File: config.mk
export PLATFORM = sky130hd
export DESIGN_NAME = cbd_decode
export DESIGN_NICKNAME = d
export VERILOG_FILES = /design/src/hdl/cbd_pkg.sv /design/src/hdl/cbd_decode.sv
export VERILOG_INCLUDE_DIRS = /design/src /design/src/hdl
export SDC_FILE = /design/constraint.sdc
export NUM_CORES = 2
export LEC_CHECK = 0
export BUFFER_PORTS_ARGS = -buffer_cell sky130_fd_sc_hd__clkbuf_2
export CELL_PAD_IN_SITES_DETAIL_PLACEMENT = 0
export CELL_PAD_IN_SITES_GLOBAL_PLACEMENT = 1
export CORE_MARGIN = 2
export CORE_UTILIZATION = 48
export CTS_BUF_LIST = sky130_fd_sc_hd__clkbuf_8
export CTS_CLUSTER_SIZE = 25
export DETAILED_ROUTE_END_ITERATION = 16
export PLACE_DENSITY = 0.9
export SYNTH_ARGS = -nofsm -noshare
export SYNTH_HDL_FRONTEND = slang
export SYNTH_SLANG_ARGS = --single-unit
File: constraint.sdc
create_clock -name clk_sys -period 9.75 [get_ports clk_sys]
set_input_delay 0 -clock clk_sys [delete_from_list [all_inputs] [get_ports clk_sys]]
set_output_delay 0 -clock clk_sys [all_outputs]
set_load 0.1 [all_outputs]
File: src/hdl/cbd_defs.svh
// register offsets, reset values, field positions and constants of the decode block
`ifndef CBD_DEFS_SVH
`define CBD_DEFS_SVH
`define CBD_REG_INSTR 8'h00
`define CBD_REG_OPA 8'h04
`define CBD_REG_OPB 8'h08
`define CBD_REG_OPS 8'h0C
`define CBD_REG_SHC 8'h10
`define CBD_REG_RESULT 8'h14
`define CBD_REG_STATUS 8'h18
`define CBD_REG_PC 8'h1C
`define CBD_REG_LINK 8'h20
`define CBD_REG_STATE 8'h24
`define CBD_PC_RESET 32'h0000_0000
`define CBD_MODE_SVC 5'h13
`define CBD_WORD 32'h0000_0004
`define CBD_PREFETCH 32'h0000_0008
`define CBD_ALL_ONES 32'hFFFF_FFFF
`define CBD_LINK_IDX 4'hE
`define CBD_COND_ALWAYS 4'hE
`define CBD_BIT_N 31
`define CBD_BIT_Z 30
`define CBD_BIT_C 29
`define CBD_BIT_V 28
`define CBD_BIT_I 7
`define CBD_BIT_F 6
`endif

File: src/hdl/cbd_pkg.sv
// types shared by the condition and branch decode block
package cbd_pkg;
	// sequencer states; only the swap takes more than one cycle
	typedef enum logic [1:0] {ST_IDLE, ST_SWAP_RD, ST_SWAP_WR} cbd_state_type;
	// data processing opcodes
	typedef enum logic [3:0] {
		OP_AND, OP_XOR, OP_SUB, OP_RSUB, OP_ADD, OP_ADC, OP_SUB_CARRY, OP_RSUB_CARRY,
		OP_TEST_AND, OP_TEST_XOR, OP_COMPARE_SUB, OP_COMPARE_ADD, OP_OR, OP_MOV, OP_BIT_CLEAR,
		OP_MOVE_INV
	} cbd_dp_op_type;
	// instruction classes this block executes
	typedef enum logic [2:0] {CL_DP, CL_MULTIPLY, CL_SWAP, CL_BRANCH, CL_NONE} cbd_class_type;
	// register write-back port
	typedef struct packed {
		logic valid;
		logic [3:0] index;
		logic [31:0] data;
	} cbd_wb_type;
	// locked memory access for the swap
	typedef struct packed {
		logic rd;
		logic wr;
		logic lock;
		logic [31:0] addr;
		logic [31:0] wdata;
	} cbd_mem_type;
endpackage : cbd_pkg

File: src/hdl/cbd_decode.sv
// condition check, branch and result execution for one instruction at a time
//
// Behaviour
// [RQ1] execute only when condition bits pass
// [RQ2] source never issues reserved all-ones condition
// [RQ3] codes 0000-0111 test one flag each
// [RQ4] 1000 higher, 1001 lower or same
// [RQ5] signed compares from negative, overflow, zero
// [RQ6] 1110 always executes
// [RQ7] offset shifted two, sign extended, added
// [RQ8] branch base is pc plus eight
// [RQ9] link gets address after the branch
// [RQ10] link low bits zero, status not saved
// [RQ11] plain branch leaves link untouched
// [RQ12] bit 6 multiply does nothing, no trap
// [RQ13] add, add-carry, subtract, reverse subtract results
// [RQ14] subtract and reverse subtract with carry
// [RQ15] compares and tests touch flags only
// [RQ16] logical results, move and bit clear
// [RQ17] move inverted is all ones xor operand
// [RQ18] multiply and multiply-accumulate results
// [RQ19] swap reads then writes same address, locked
// [RQ20] reset: pc zero, supervisor, interrupts disabled
// [RQ21] failed condition changes nothing, pc advances
`timescale 1ns/100ps
`include "cbd_defs.svh"
module cbd_decode import cbd_pkg::*; (
	input wire logic clk_sys,
	input wire logic rst_n,
	input wire logic [7:0] bus_addr,
	input wire logic [31:0] bus_wdata,
	input wire logic bus_wr,
	input wire logic bus_rd,
	output logic [31:0] bus_rdata,
	input wire logic [31:0] mem_rdata,
	output cbd_mem_type mem_out,
	output cbd_wb_type wb_out,
	output logic [31:0] program_counter_reg,
	output logic [31:0] link_register,
	output logic [31:0] current_status_word
);
	// condition evaluation, used by execution and by checks
	function automatic logic cond_pass(input logic [3:0] cond, input logic [31:0] sw);
		logic n;
		logic z;
		logic c;
		logic v;
		n = sw[`CBD_BIT_N];
		z = sw[`CBD_BIT_Z];
		c = sw[`CBD_BIT_C];
		v = sw[`CBD_BIT_V];
		unique case (cond)
			4'h0, 4'h1: cond_pass = z ^ cond[0]; // RQ3
			4'h2, 4'h3: cond_pass = c ^ cond[0]; // RQ3
			4'h4, 4'h5: cond_pass = n ^ cond[0]; // RQ3
			4'h6, 4'h7: cond_pass = v ^ cond[0]; // RQ3
			4'h8: cond_pass = c & ~z; // RQ4
			4'h9: cond_pass = ~c | z; // RQ4
			4'hA: cond_pass = (n == v); // RQ5
			4'hB: cond_pass = (n != v); // RQ5
			4'hC: cond_pass = ~z & (n == v); // RQ5
			4'hD: cond_pass = z | (n != v); // RQ5
			4'hE: cond_pass = 1'b1; // RQ6
			4'hF: cond_pass = 1'b0; // reserved, never issued RQ2
		endcase
	endfunction : cond_pass

	// classify an instruction word
	function automatic cbd_class_type classify(input logic [31:0] ins);
		if (ins[27:25] == 3'b101) begin
			classify = CL_BRANCH;
		end else if (ins[27:22] == 6'h00 && ins[7:4] == 4'h9) begin
			classify = CL_MULTIPLY;
		end else if (ins[27:23] == 5'h02 && ins[21:20] == 2'h0 && ins[11:4] == 8'h09) begin
			classify = CL_SWAP;
		end else if (ins[27:26] == 2'h0 && !(ins[25] == 1'b0 && ins[7] && ins[4])) begin
			classify = CL_DP;
		end else begin
			// includes multiply with bit 6 set: silently does nothing RQ12
			classify = CL_NONE;
		end
	endfunction : classify

	cbd_state_type state_reg; // sequencer state
	logic [31:0] instr_reg; // last issued instruction
	logic [31:0] opa_reg; // first operand value
	logic [31:0] opb_reg; // second operand or source_reg_m value
	logic [31:0] ops_reg; // source_reg_s value
	logic shc_reg; // shifter carry for logical ops
	logic [31:0] result_reg; // last computed result
	logic pass_reg; // last condition outcome
	logic issue; // instruction write accepted
	logic pass; // condition of the issued word
	cbd_class_type cls; // class of the issued word
	cbd_dp_op_type dp_op; // opcode field
	logic [32:0] sum; // 33-bit adder with carry out
	logic [31:0] add_x; // adder inputs
	logic [31:0] add_y;
	logic add_cin;
	logic [31:0] dp_result; // data processing result
	logic [3:0] nzcv_next; // flags after the operation
	logic is_logic; // logical class sets carry from shifter
	logic is_test; // no destination write
	logic [31:0] branch_target; // computed branch destination

	// write to the instruction register starts execution; ignored while a swap runs
	assign issue = bus_wr && bus_addr == `CBD_REG_INSTR && state_reg == ST_IDLE;
	assign pass = cond_pass(bus_wdata[31:28], current_status_word); // RQ1
	assign cls = classify(bus_wdata);
	assign dp_op = cbd_dp_op_type'(bus_wdata[24:21]);
	assign is_test = dp_op inside {OP_TEST_AND, OP_TEST_XOR, OP_COMPARE_SUB, OP_COMPARE_ADD}; // RQ15
	assign is_logic = dp_op inside {OP_AND, OP_XOR, OP_TEST_AND, OP_TEST_XOR, OP_OR, OP_MOV,
		OP_BIT_CLEAR, OP_MOVE_INV};
	// pc plus eight as base, offset times four sign extended RQ7 RQ8
	assign branch_target = program_counter_reg + `CBD_PREFETCH
		+ {{6{bus_wdata[23]}}, bus_wdata[23:0], 2'b00}; // RQ7

	// one adder serves every arithmetic data-processing op; subtraction by inverted input plus carry
	always_comb begin
		add_x = opa_reg;
		add_y = opb_reg;
		add_cin = 1'b0;
		unique case (dp_op)
			OP_SUB, OP_COMPARE_SUB: begin
				add_y = ~opb_reg; // RQ13
				add_cin = 1'b1;
			end
			OP_RSUB: begin
				add_x = opb_reg; // RQ13
				add_y = ~opa_reg;
				add_cin = 1'b1;
			end
			OP_ADC: add_cin = current_status_word[`CBD_BIT_C]; // RQ13
			OP_SUB_CARRY: begin
				add_y = ~opb_reg; // minus one plus carry RQ14
				add_cin = current_status_word[`CBD_BIT_C];
			end
			OP_RSUB_CARRY: begin
				add_x = opb_reg; // RQ14
				add_y = ~opa_reg;
				add_cin = current_status_word[`CBD_BIT_C];
			end
			default: add_cin = 1'b0; // plain add and compare-add; logical ops ignore it
		endcase
	end
	assign sum = {1'b0, add_x} + {1'b0, add_y} + {32'h0000_0000, add_cin};

	// result select and flag computation
	always_comb begin
		unique case (dp_op)
			OP_AND, OP_TEST_AND: dp_result = opa_reg & opb_reg; // RQ16 RQ15
			OP_XOR, OP_TEST_XOR: dp_result = opa_reg ^ opb_reg; // RQ16 RQ15
			OP_OR: dp_result = opa_reg | opb_reg; // RQ16
			OP_MOV: dp_result = opb_reg; // RQ16
			OP_BIT_CLEAR: dp_result = opa_reg & ~opb_reg; // RQ16
			OP_MOVE_INV: dp_result = `CBD_ALL_ONES ^ opb_reg; // RQ17
			default: dp_result = sum[31:0]; // RQ13 RQ14
		endcase
		nzcv_next[3] = dp_result[31];
		nzcv_next[2] = (dp_result == 32'h0000_0000);
		if (is_logic) begin
			// logical class: carry from shifter, overflow kept
			nzcv_next[1] = shc_reg;
			nzcv_next[0] = current_status_word[`CBD_BIT_V];
		end else begin
			nzcv_next[1] = sum[32];
			nzcv_next[0] = (add_x[31] == add_y[31]) && (sum[31] != add_x[31]);
		end
	end

	// operand registers written by software
	always_ff @(posedge clk_sys) begin
		if (!rst_n) begin
			opa_reg <= 32'h0000_0000;
			opb_reg <= 32'h0000_0000;
			ops_reg <= 32'h0000_0000;
			shc_reg <= 1'b0;
		end else if (bus_wr) begin
			unique case (bus_addr)
				`CBD_REG_OPA: opa_reg <= bus_wdata;
				`CBD_REG_OPB: opb_reg <= bus_wdata;
				`CBD_REG_OPS: ops_reg <= bus_wdata;
				`CBD_REG_SHC: shc_reg <= bus_wdata[0];
				default: shc_reg <= shc_reg; // other addresses hold operands
			endcase
		end
	end

	// program counter: branch target or next word, also on a failed condition
	always_ff @(posedge clk_sys) begin
		if (!rst_n) begin
			program_counter_reg <= `CBD_PC_RESET; // RQ20
		end else if (issue) begin
			if (pass && cls == CL_BRANCH) begin
				program_counter_reg <= branch_target; // RQ7 RQ8
			end else begin
				program_counter_reg <= program_counter_reg + `CBD_WORD; // RQ21
			end
		end
	end

	// link register of the active bank; only a taken branch with link writes it
	always_ff @(posedge clk_sys) begin
		if (!rst_n) begin
			link_register <= 32'h0000_0000;
		end else if (issue && pass && cls == CL_BRANCH && bus_wdata[24]) begin
			// next instruction address, low bits forced clear RQ9 RQ10
			link_register <= {program_counter_reg[31:2] + 30'h0000_0001, 2'b00}; // RQ9 RQ10
		end
		// plain branch falls through and keeps the link RQ11
	end

	// status word; flags change only on a passing data op with the s bit or a passing compare or test op
	always_ff @(posedge clk_sys) begin
		if (!rst_n) begin
			current_status_word <= 32'h0000_0000;
			current_status_word[`CBD_BIT_I] <= 1'b1; // RQ20
			current_status_word[`CBD_BIT_F] <= 1'b1; // RQ20
			current_status_word[4:0] <= `CBD_MODE_SVC; // RQ20
		end else if (issue && pass && cls == CL_DP && (bus_wdata[20] || is_test)) begin
			current_status_word[31:28] <= nzcv_next; // RQ15
		end
		// branch with link does not touch the status word RQ10
	end

	// result and write-back port
	always_ff @(posedge clk_sys) begin
		if (!rst_n) begin
			wb_out <= '0;
			result_reg <= 32'h0000_0000;
		end else begin
			wb_out.valid <= 1'b0;
			if (issue && pass && cls == CL_DP) begin
				result_reg <= dp_result;
				wb_out.valid <= !is_test; // RQ15
				wb_out.index <= bus_wdata[15:12];
				wb_out.data <= dp_result; // RQ13 RQ16
			end else if (issue && pass && cls == CL_MULTIPLY) begin
				// low word of product, plus accumulator when bit 21 set
				result_reg <= opb_reg * ops_reg + (bus_wdata[21] ? opa_reg : 32'h0000_0000);
				wb_out.valid <= 1'b1;
				wb_out.index <= bus_wdata[19:16];
				wb_out.data <= opb_reg * ops_reg
					+ (bus_wdata[21] ? opa_reg : 32'h0000_0000); // RQ18
			end else if (state_reg == ST_SWAP_WR) begin
				result_reg <= mem_rdata;
				wb_out.valid <= 1'b1;
				wb_out.index <= instr_reg[15:12];
				wb_out.data <= mem_rdata; // RQ19
			end
		end
	end

	// swap sequencer: locked read then write to the base address
	always_ff @(posedge clk_sys) begin
		if (!rst_n) begin
			state_reg <= ST_IDLE;
			mem_out <= '0;
		end else begin
			unique case (state_reg)
				ST_IDLE: begin
					mem_out <= '0;
					if (issue && pass && cls == CL_SWAP) begin
						state_reg <= ST_SWAP_RD;
						mem_out.rd <= 1'b1; // RQ19
						mem_out.lock <= 1'b1;
						mem_out.addr <= opa_reg;
						mem_out.wdata <= opb_reg;
					end
				end
				ST_SWAP_RD: begin
					// read data arrive next cycle; store keeps the lock
					state_reg <= ST_SWAP_WR;
					mem_out.rd <= 1'b0;
					mem_out.wr <= 1'b1; // RQ19
				end
				ST_SWAP_WR: begin
					state_reg <= ST_IDLE;
					mem_out <= '0;
				end
			endcase
		end
	end

	// last instruction and condition outcome, kept for software
	always_ff @(posedge clk_sys) begin
		if (!rst_n) begin
			instr_reg <= 32'h0000_0000;
			pass_reg <= 1'b0;
		end else if (issue) begin
			instr_reg <= bus_wdata;
			pass_reg <= pass;
		end
	end

	// read port: data one cycle after the strobe, unmapped reads zero
	always_ff @(posedge clk_sys) begin
		if (!rst_n) begin
			bus_rdata <= 32'h0000_0000;
		end else if (bus_rd) begin
			unique case (bus_addr)
				`CBD_REG_INSTR: bus_rdata <= instr_reg;
				`CBD_REG_OPA: bus_rdata <= opa_reg;
				`CBD_REG_OPB: bus_rdata <= opb_reg;
				`CBD_REG_OPS: bus_rdata <= ops_reg;
				`CBD_REG_SHC: bus_rdata <= {31'h0000_0000, shc_reg};
				`CBD_REG_RESULT: bus_rdata <= result_reg;
				`CBD_REG_STATUS: bus_rdata <= current_status_word;
				`CBD_REG_PC: bus_rdata <= program_counter_reg;
				`CBD_REG_LINK: bus_rdata <= link_register;
				`CBD_REG_STATE: bus_rdata <= {30'h0000_0000, pass_reg, state_reg != ST_IDLE};
				default: bus_rdata <= 32'h0000_0000;
			endcase
		end else begin
			bus_rdata <= 32'h0000_0000;
		end
	end
endmodule : cbd_decode

Word level (Yosys, flattened, before mapping)
Cells that the tools add are included.
- logic and storage cells: 174
- register bits: 366
- muxes and demuxes: 25
- eq/ne operators: 52
- bitwise operators: 18
- add/subtract/negate cells: 7
- reduce and logical (&&, ||, !) cells: 50
- multiply operators: 1
- operators by type and width (kind ; count):
    $pmux 32 s10 ; 1
    $mux 32 ; 6
    $pmux 32 s6 ; 1
    $pmux 65 s2 ; 1
    $mux 37 ; 3
    $eq 4x4->1 const B ; 17
    $mux 65 ; 1
    $add 32x32->32 ; 2
    $and 32x32->32 ; 2
    $not 32->32 ; 2
    $pmux 32 s2 ; 1
    $add 32x32->33 ; 1
    $add 33x1->33 ; 1
    $add 32x3->32 const B ; 1
    $add 32x4->32 const B ; 1
    $eq 8x5->1 const B ; 4
    $logic_not 32->1 ; 1
    $mul 32x32->32 ; 1
    $or 32x32->32 ; 1
    $xor 32x32->32 ; 1
    $add 30x1->30 const B ; 1
    $eq 4x3->1 const B ; 7
    $eq 8x4->1 const B ; 3
    $logic_and 1x1->1 ; 17
    37 further kinds ; 76

Logic depth before layout (Yosys ltp)
- depth after elaboration: 13
- gate-level depth with buffers: 34
- gate-level depth less buffers: 29

Least setup slack after synthesis
OpenSTA, ideal clock, no wires.
- path type: input-to-reg
- start: input port bus_wdata[21]
- end: register result_reg[31]
- cell stages on the path: 33
- arrival time: 7824 ps
- setup time: 120 ps
- required time: 9630 ps
- slack: 1807 ps
- path through: buf_2 -> clkbuf_1 -> clkbuf_1 -> buf_2 -> buf_1 -> buf_1 -> nand2_1 -> fa_1 -> inv_1 -> fa_1 -> fa_1 -> inv_1 -> fa_1 -> inv_1 -> fa_1 -> inv_1 -> fa_1 -> inv_1 -> fa_1 -> inv_1 -> fa_1 -> inv_1 -> ha_1 -> and4_1 -> o2111ai_1 -> a21oi_1 -> a21boi_1 -> o221a_2 -> a21oi_1 -> nand3_1 -> a21oi_1 -> nor3b_1 -> o31a_1
- cells in the longest elaborated chain, start to end: 10
- RTL lines (what ; RTL line ; source):
    from (decl) ; cbd_decode.sv:31 ; input wire logic [31:0] bus_wdata,
    branches (longest 10 deep; another with $add 32x32->33) ; - ;
    to (signal assigned) ; cbd_decode.sv:234 ; result_reg <= dp_result;
    to (signal assigned) ; cbd_decode.sv:240 ; result_reg <= opb_reg * ops_reg + (bus_wdata[21] ? opa_reg : 32'h0000_0000);
    to (signal assigned) ; cbd_decode.sv:246 ; result_reg <= mem_rdata;
    to (decl) ; cbd_decode.sv:90 ; logic [31:0] result_reg;
Parallel ways; which one is timed is not known.
A chain may end at the register's enable or synchronous reset.

Worst setup path in the final report
- start: register ops_reg[0]
- end: register wb_out[25] (netlist bit)
- cells in the longest elaborated chain, start to end: 4
- RTL lines (what ; RTL line ; source):
    from (decl) ; cbd_decode.sv:88 ; logic [31:0] ops_reg;
    from (signal assigned) ; cbd_decode.sv:182 ; `CBD_REG_OPS: ops_reg <= bus_wdata;
    $mul 32x32->32 ; cbd_decode.sv:243 ; wb_out.data <= opb_reg * ops_reg
    $add 32x32->32 ; cbd_decode.sv:244 ; + (bus_wdata[21] ? opa_reg : 32'h0000_0000);
    $mux 37 ; cbd_decode.sv:238 ; end else if (issue && pass && cls == CL_MULTIPLY) begin
    $mux 37 ; cbd_decode.sv:233 ; if (issue && pass && cls == CL_DP) begin
    to (decl) ; cbd_decode.sv:37 ; output cbd_wb_type wb_out,
No other way between the ends.

==> flow_summary.toml <==
[cells_and_area]
fin_area_sq_um = 42900
largest_reg_flops = 67
reg_top3 = "mem_out (67), wb_out (37)"
fin_nets = 5768
syn_to_final_growth_pct = 10.4
final_cell_mix = "748 x nand2_1, 607 x inv_1, 441 x fa_1"
final_cells = 6117
final_common_cell = "nand2_1"
drive_gt1_share_pct = 10.4
top_register = "mem_out"

[floorplan]
start_util_pct = 48.4
num_rows = 104
pin_count = 308
core_area_sq_um = 80300
fp.dieH_um = 288
dieArea_sq_um = 83200
die_w_um = 288

[timing]
rsz0062_at_grt = "false"
tns_ns = 0
setup_viol = 0
period_share_pct = 86.3
final_max_slew_viol_count = 0
worst_pin_slew_ns = 1.31
max_freq_mhz = 119
fin_crit_ns = 8.41
skew_ns = 0.0543
report.final.hold_viol_count = 0
max-slew-margin-rel_pct = 12.4

[clocking]
cts_buffer_depth = 3
clock_latency_ns = 0.69
tritoncts = "yes"
htreeDepth = 3
numCtsBuffers = 68
path_clk_slew_ns = 0.07
clock-sinks = 364
root_buffer = "clkbuf_8"

[yosys]
synth_area_per_cell_sq_um = 7.97
ys.warnings.count = 0
syn_area_sq_um = 38800
yosys_register_bits = 364
syn_inst = 4869
yosysSeqAreaShare_pct = 18.8
synthArstFlopShare_pct = 0
ys_types = 92
synth_edf_count = 0
yosys_most_used_dff = "dfxtp_1"

[pwr]
p_per_area_nw_per_um2 = 86.7
total_power_uw = 3720
peakVddDrop_mv = 0.0955
power.leakage_uw = 0.0189

[flow_run]
drv_cap = 0

[setup_path]
crit_fanout = 18
cp_slowest_cell = "dfxtp_1"
cpMostUsedCell = "fa_1"
critPathMaxStageDelay_ns = 0.91
worst_setup_path_start_kind = "flop"
cp_num_buf_inv = 8
endpoint_kind = "flop"
crit_type = "flop to flop"
path_delay_family = "adder cells"
cp.required_ns = 10.37
cp.arrival_ns = 9.03

[placement]
gp_congestion = 1.05
port_buffers = 275
dp_hpwl_um = 116000
post_dp_cell_area_sq_um = 40700
dp_cells = 5928

[global_routing]
overflow = 0
grt_pass1_vias = 35679
track_usage_pct = 37.3
antenna_found_initial = 12
grt_pass1_wl_um = 230000
grt_max_degree = 125

[drt]
vias = 36987
drtPass1Iterations = 7
routedWlPerCell_um = 25.6
final_antenna_net_count = 0
routed_wl_um = 156000
remaining_drc_errors = 0
dr.first_iter.drc_count = 4810
via_per_inst = 6.05

[run_status]
outcome = "finished, final reports clean"

[worst_hold_path]
min_path_type = "input port to flop"
## per-layer routing
metal  vias up  wire length [um]  GRT usage, %
met5         -               180             0
met1     17848             58400          48.2
met2      2425             66300          55.5
met4        16             11300          22.5
met3       590             20300          10.6
li1      16108                 -             -
## cells in the mapped netlist, types with 19 or more instances
master	count	area, sq um
nand2_1	750	2820
inv_1	594	2230
fa_1	441	8830
dfxtp_1	364	7290
a21oi_1	332	1660
clkbuf_1	319	1200
and2_1	316	1980
nor2_1	253	950
ha_1	248	3100
o21ai_0	225	1130
a22oi_1	145	1090
xnor2_1	125	1090
nand3_1	75	375
a31oi_1	56	350
xor2_1	54	473
a211oi_1	50	375
buf_4	40	300
a21o_1	33	248
nor3_1	32	160
a222oi_1	30	300
and3_1	26	163
o21a_1	26	195
o211ai_1	25	188
buf_2	20	100
o22ai_1	19	119
## final cells by class
class | instances | area [sq um]
Antenna cell | 2 | 5.00
Multi-Input combinational cell | 3541 | 27800
Clock inverter | 45 | 414
Tap cell | 1060 | 1330
Inverter | 596 | 2240
Sequential cell | 364 | 7290
Timing Repair Buffer | 432 | 2720
Clock buffer | 77 | 1060
Fill cell | 7512 | 37400
## kinds of logic (layout without fill, tap and decap cells)
kind of cell | count (synthesis) | count (layout) | synth area share [%]
buf+inv | 994 | 1150 | 10.1
other cells | 2 | 34 | 0.0193
flops | 364 | 364 | 18.8
simple gates | 1570 | 1570 | 18.8
mux | 16 | 16 | 0.451
compound gates | 1055 | 1055 | 17.1
xor+xnor | 179 | 179 | 4.04
fa+ha+maj | 689 | 689 | 30.7
## power breakdown
part           switching [uW]  internal (uW)  total [uW]
Clock                     774            923        1700
Sequential               15.1           1500        1520
Combinational             392            114         505
Total                    1180           2540        3720
## metrics by stage
stage | util, % | hold slack (ns) | setup WS, ns
detailed placement | 50.7 | 0.355 | 1.62
finish | 53.4 | 0.0876 | 1.34
CTS | 53.4 | 0.0193 | 1.58
floorplan | - | 0.136 | 1.81
global route | 53.4 | 0.0355 | 1.08
global placement | 50.7 | 0.344 | 1.72
## worst min-delay path, delay by kind of cell
family | cells | cell delay [ns]
AND/OR/NAND/NOR | 2 | 0.23
buffers and inverters | 1 | 0.07
multiplexers | 1 | 0.26
AO/OA/AOI/OAI | 2 | 0.13
## final timing paths
path,start,to,slack (ns),depth (start not counted)
worst max register to register,ops_reg[0],wb_out[25],1.34,28
worst min register to register,wb_out[2],wb_out[2],0.46,2
worst max-delay path,ops_reg[0],wb_out[25],1.34,28
worst min-delay path,mem_rdata[15],wb_out[15],0.09,6
## what timing repair did
item                      in CTS  in global routing
buffers inserted               0                  0
hold endpoints to repair     199                  0
hold buffers                  65                  0
gates resized for setup        0                  0
(Power assumes the default switching activity.)
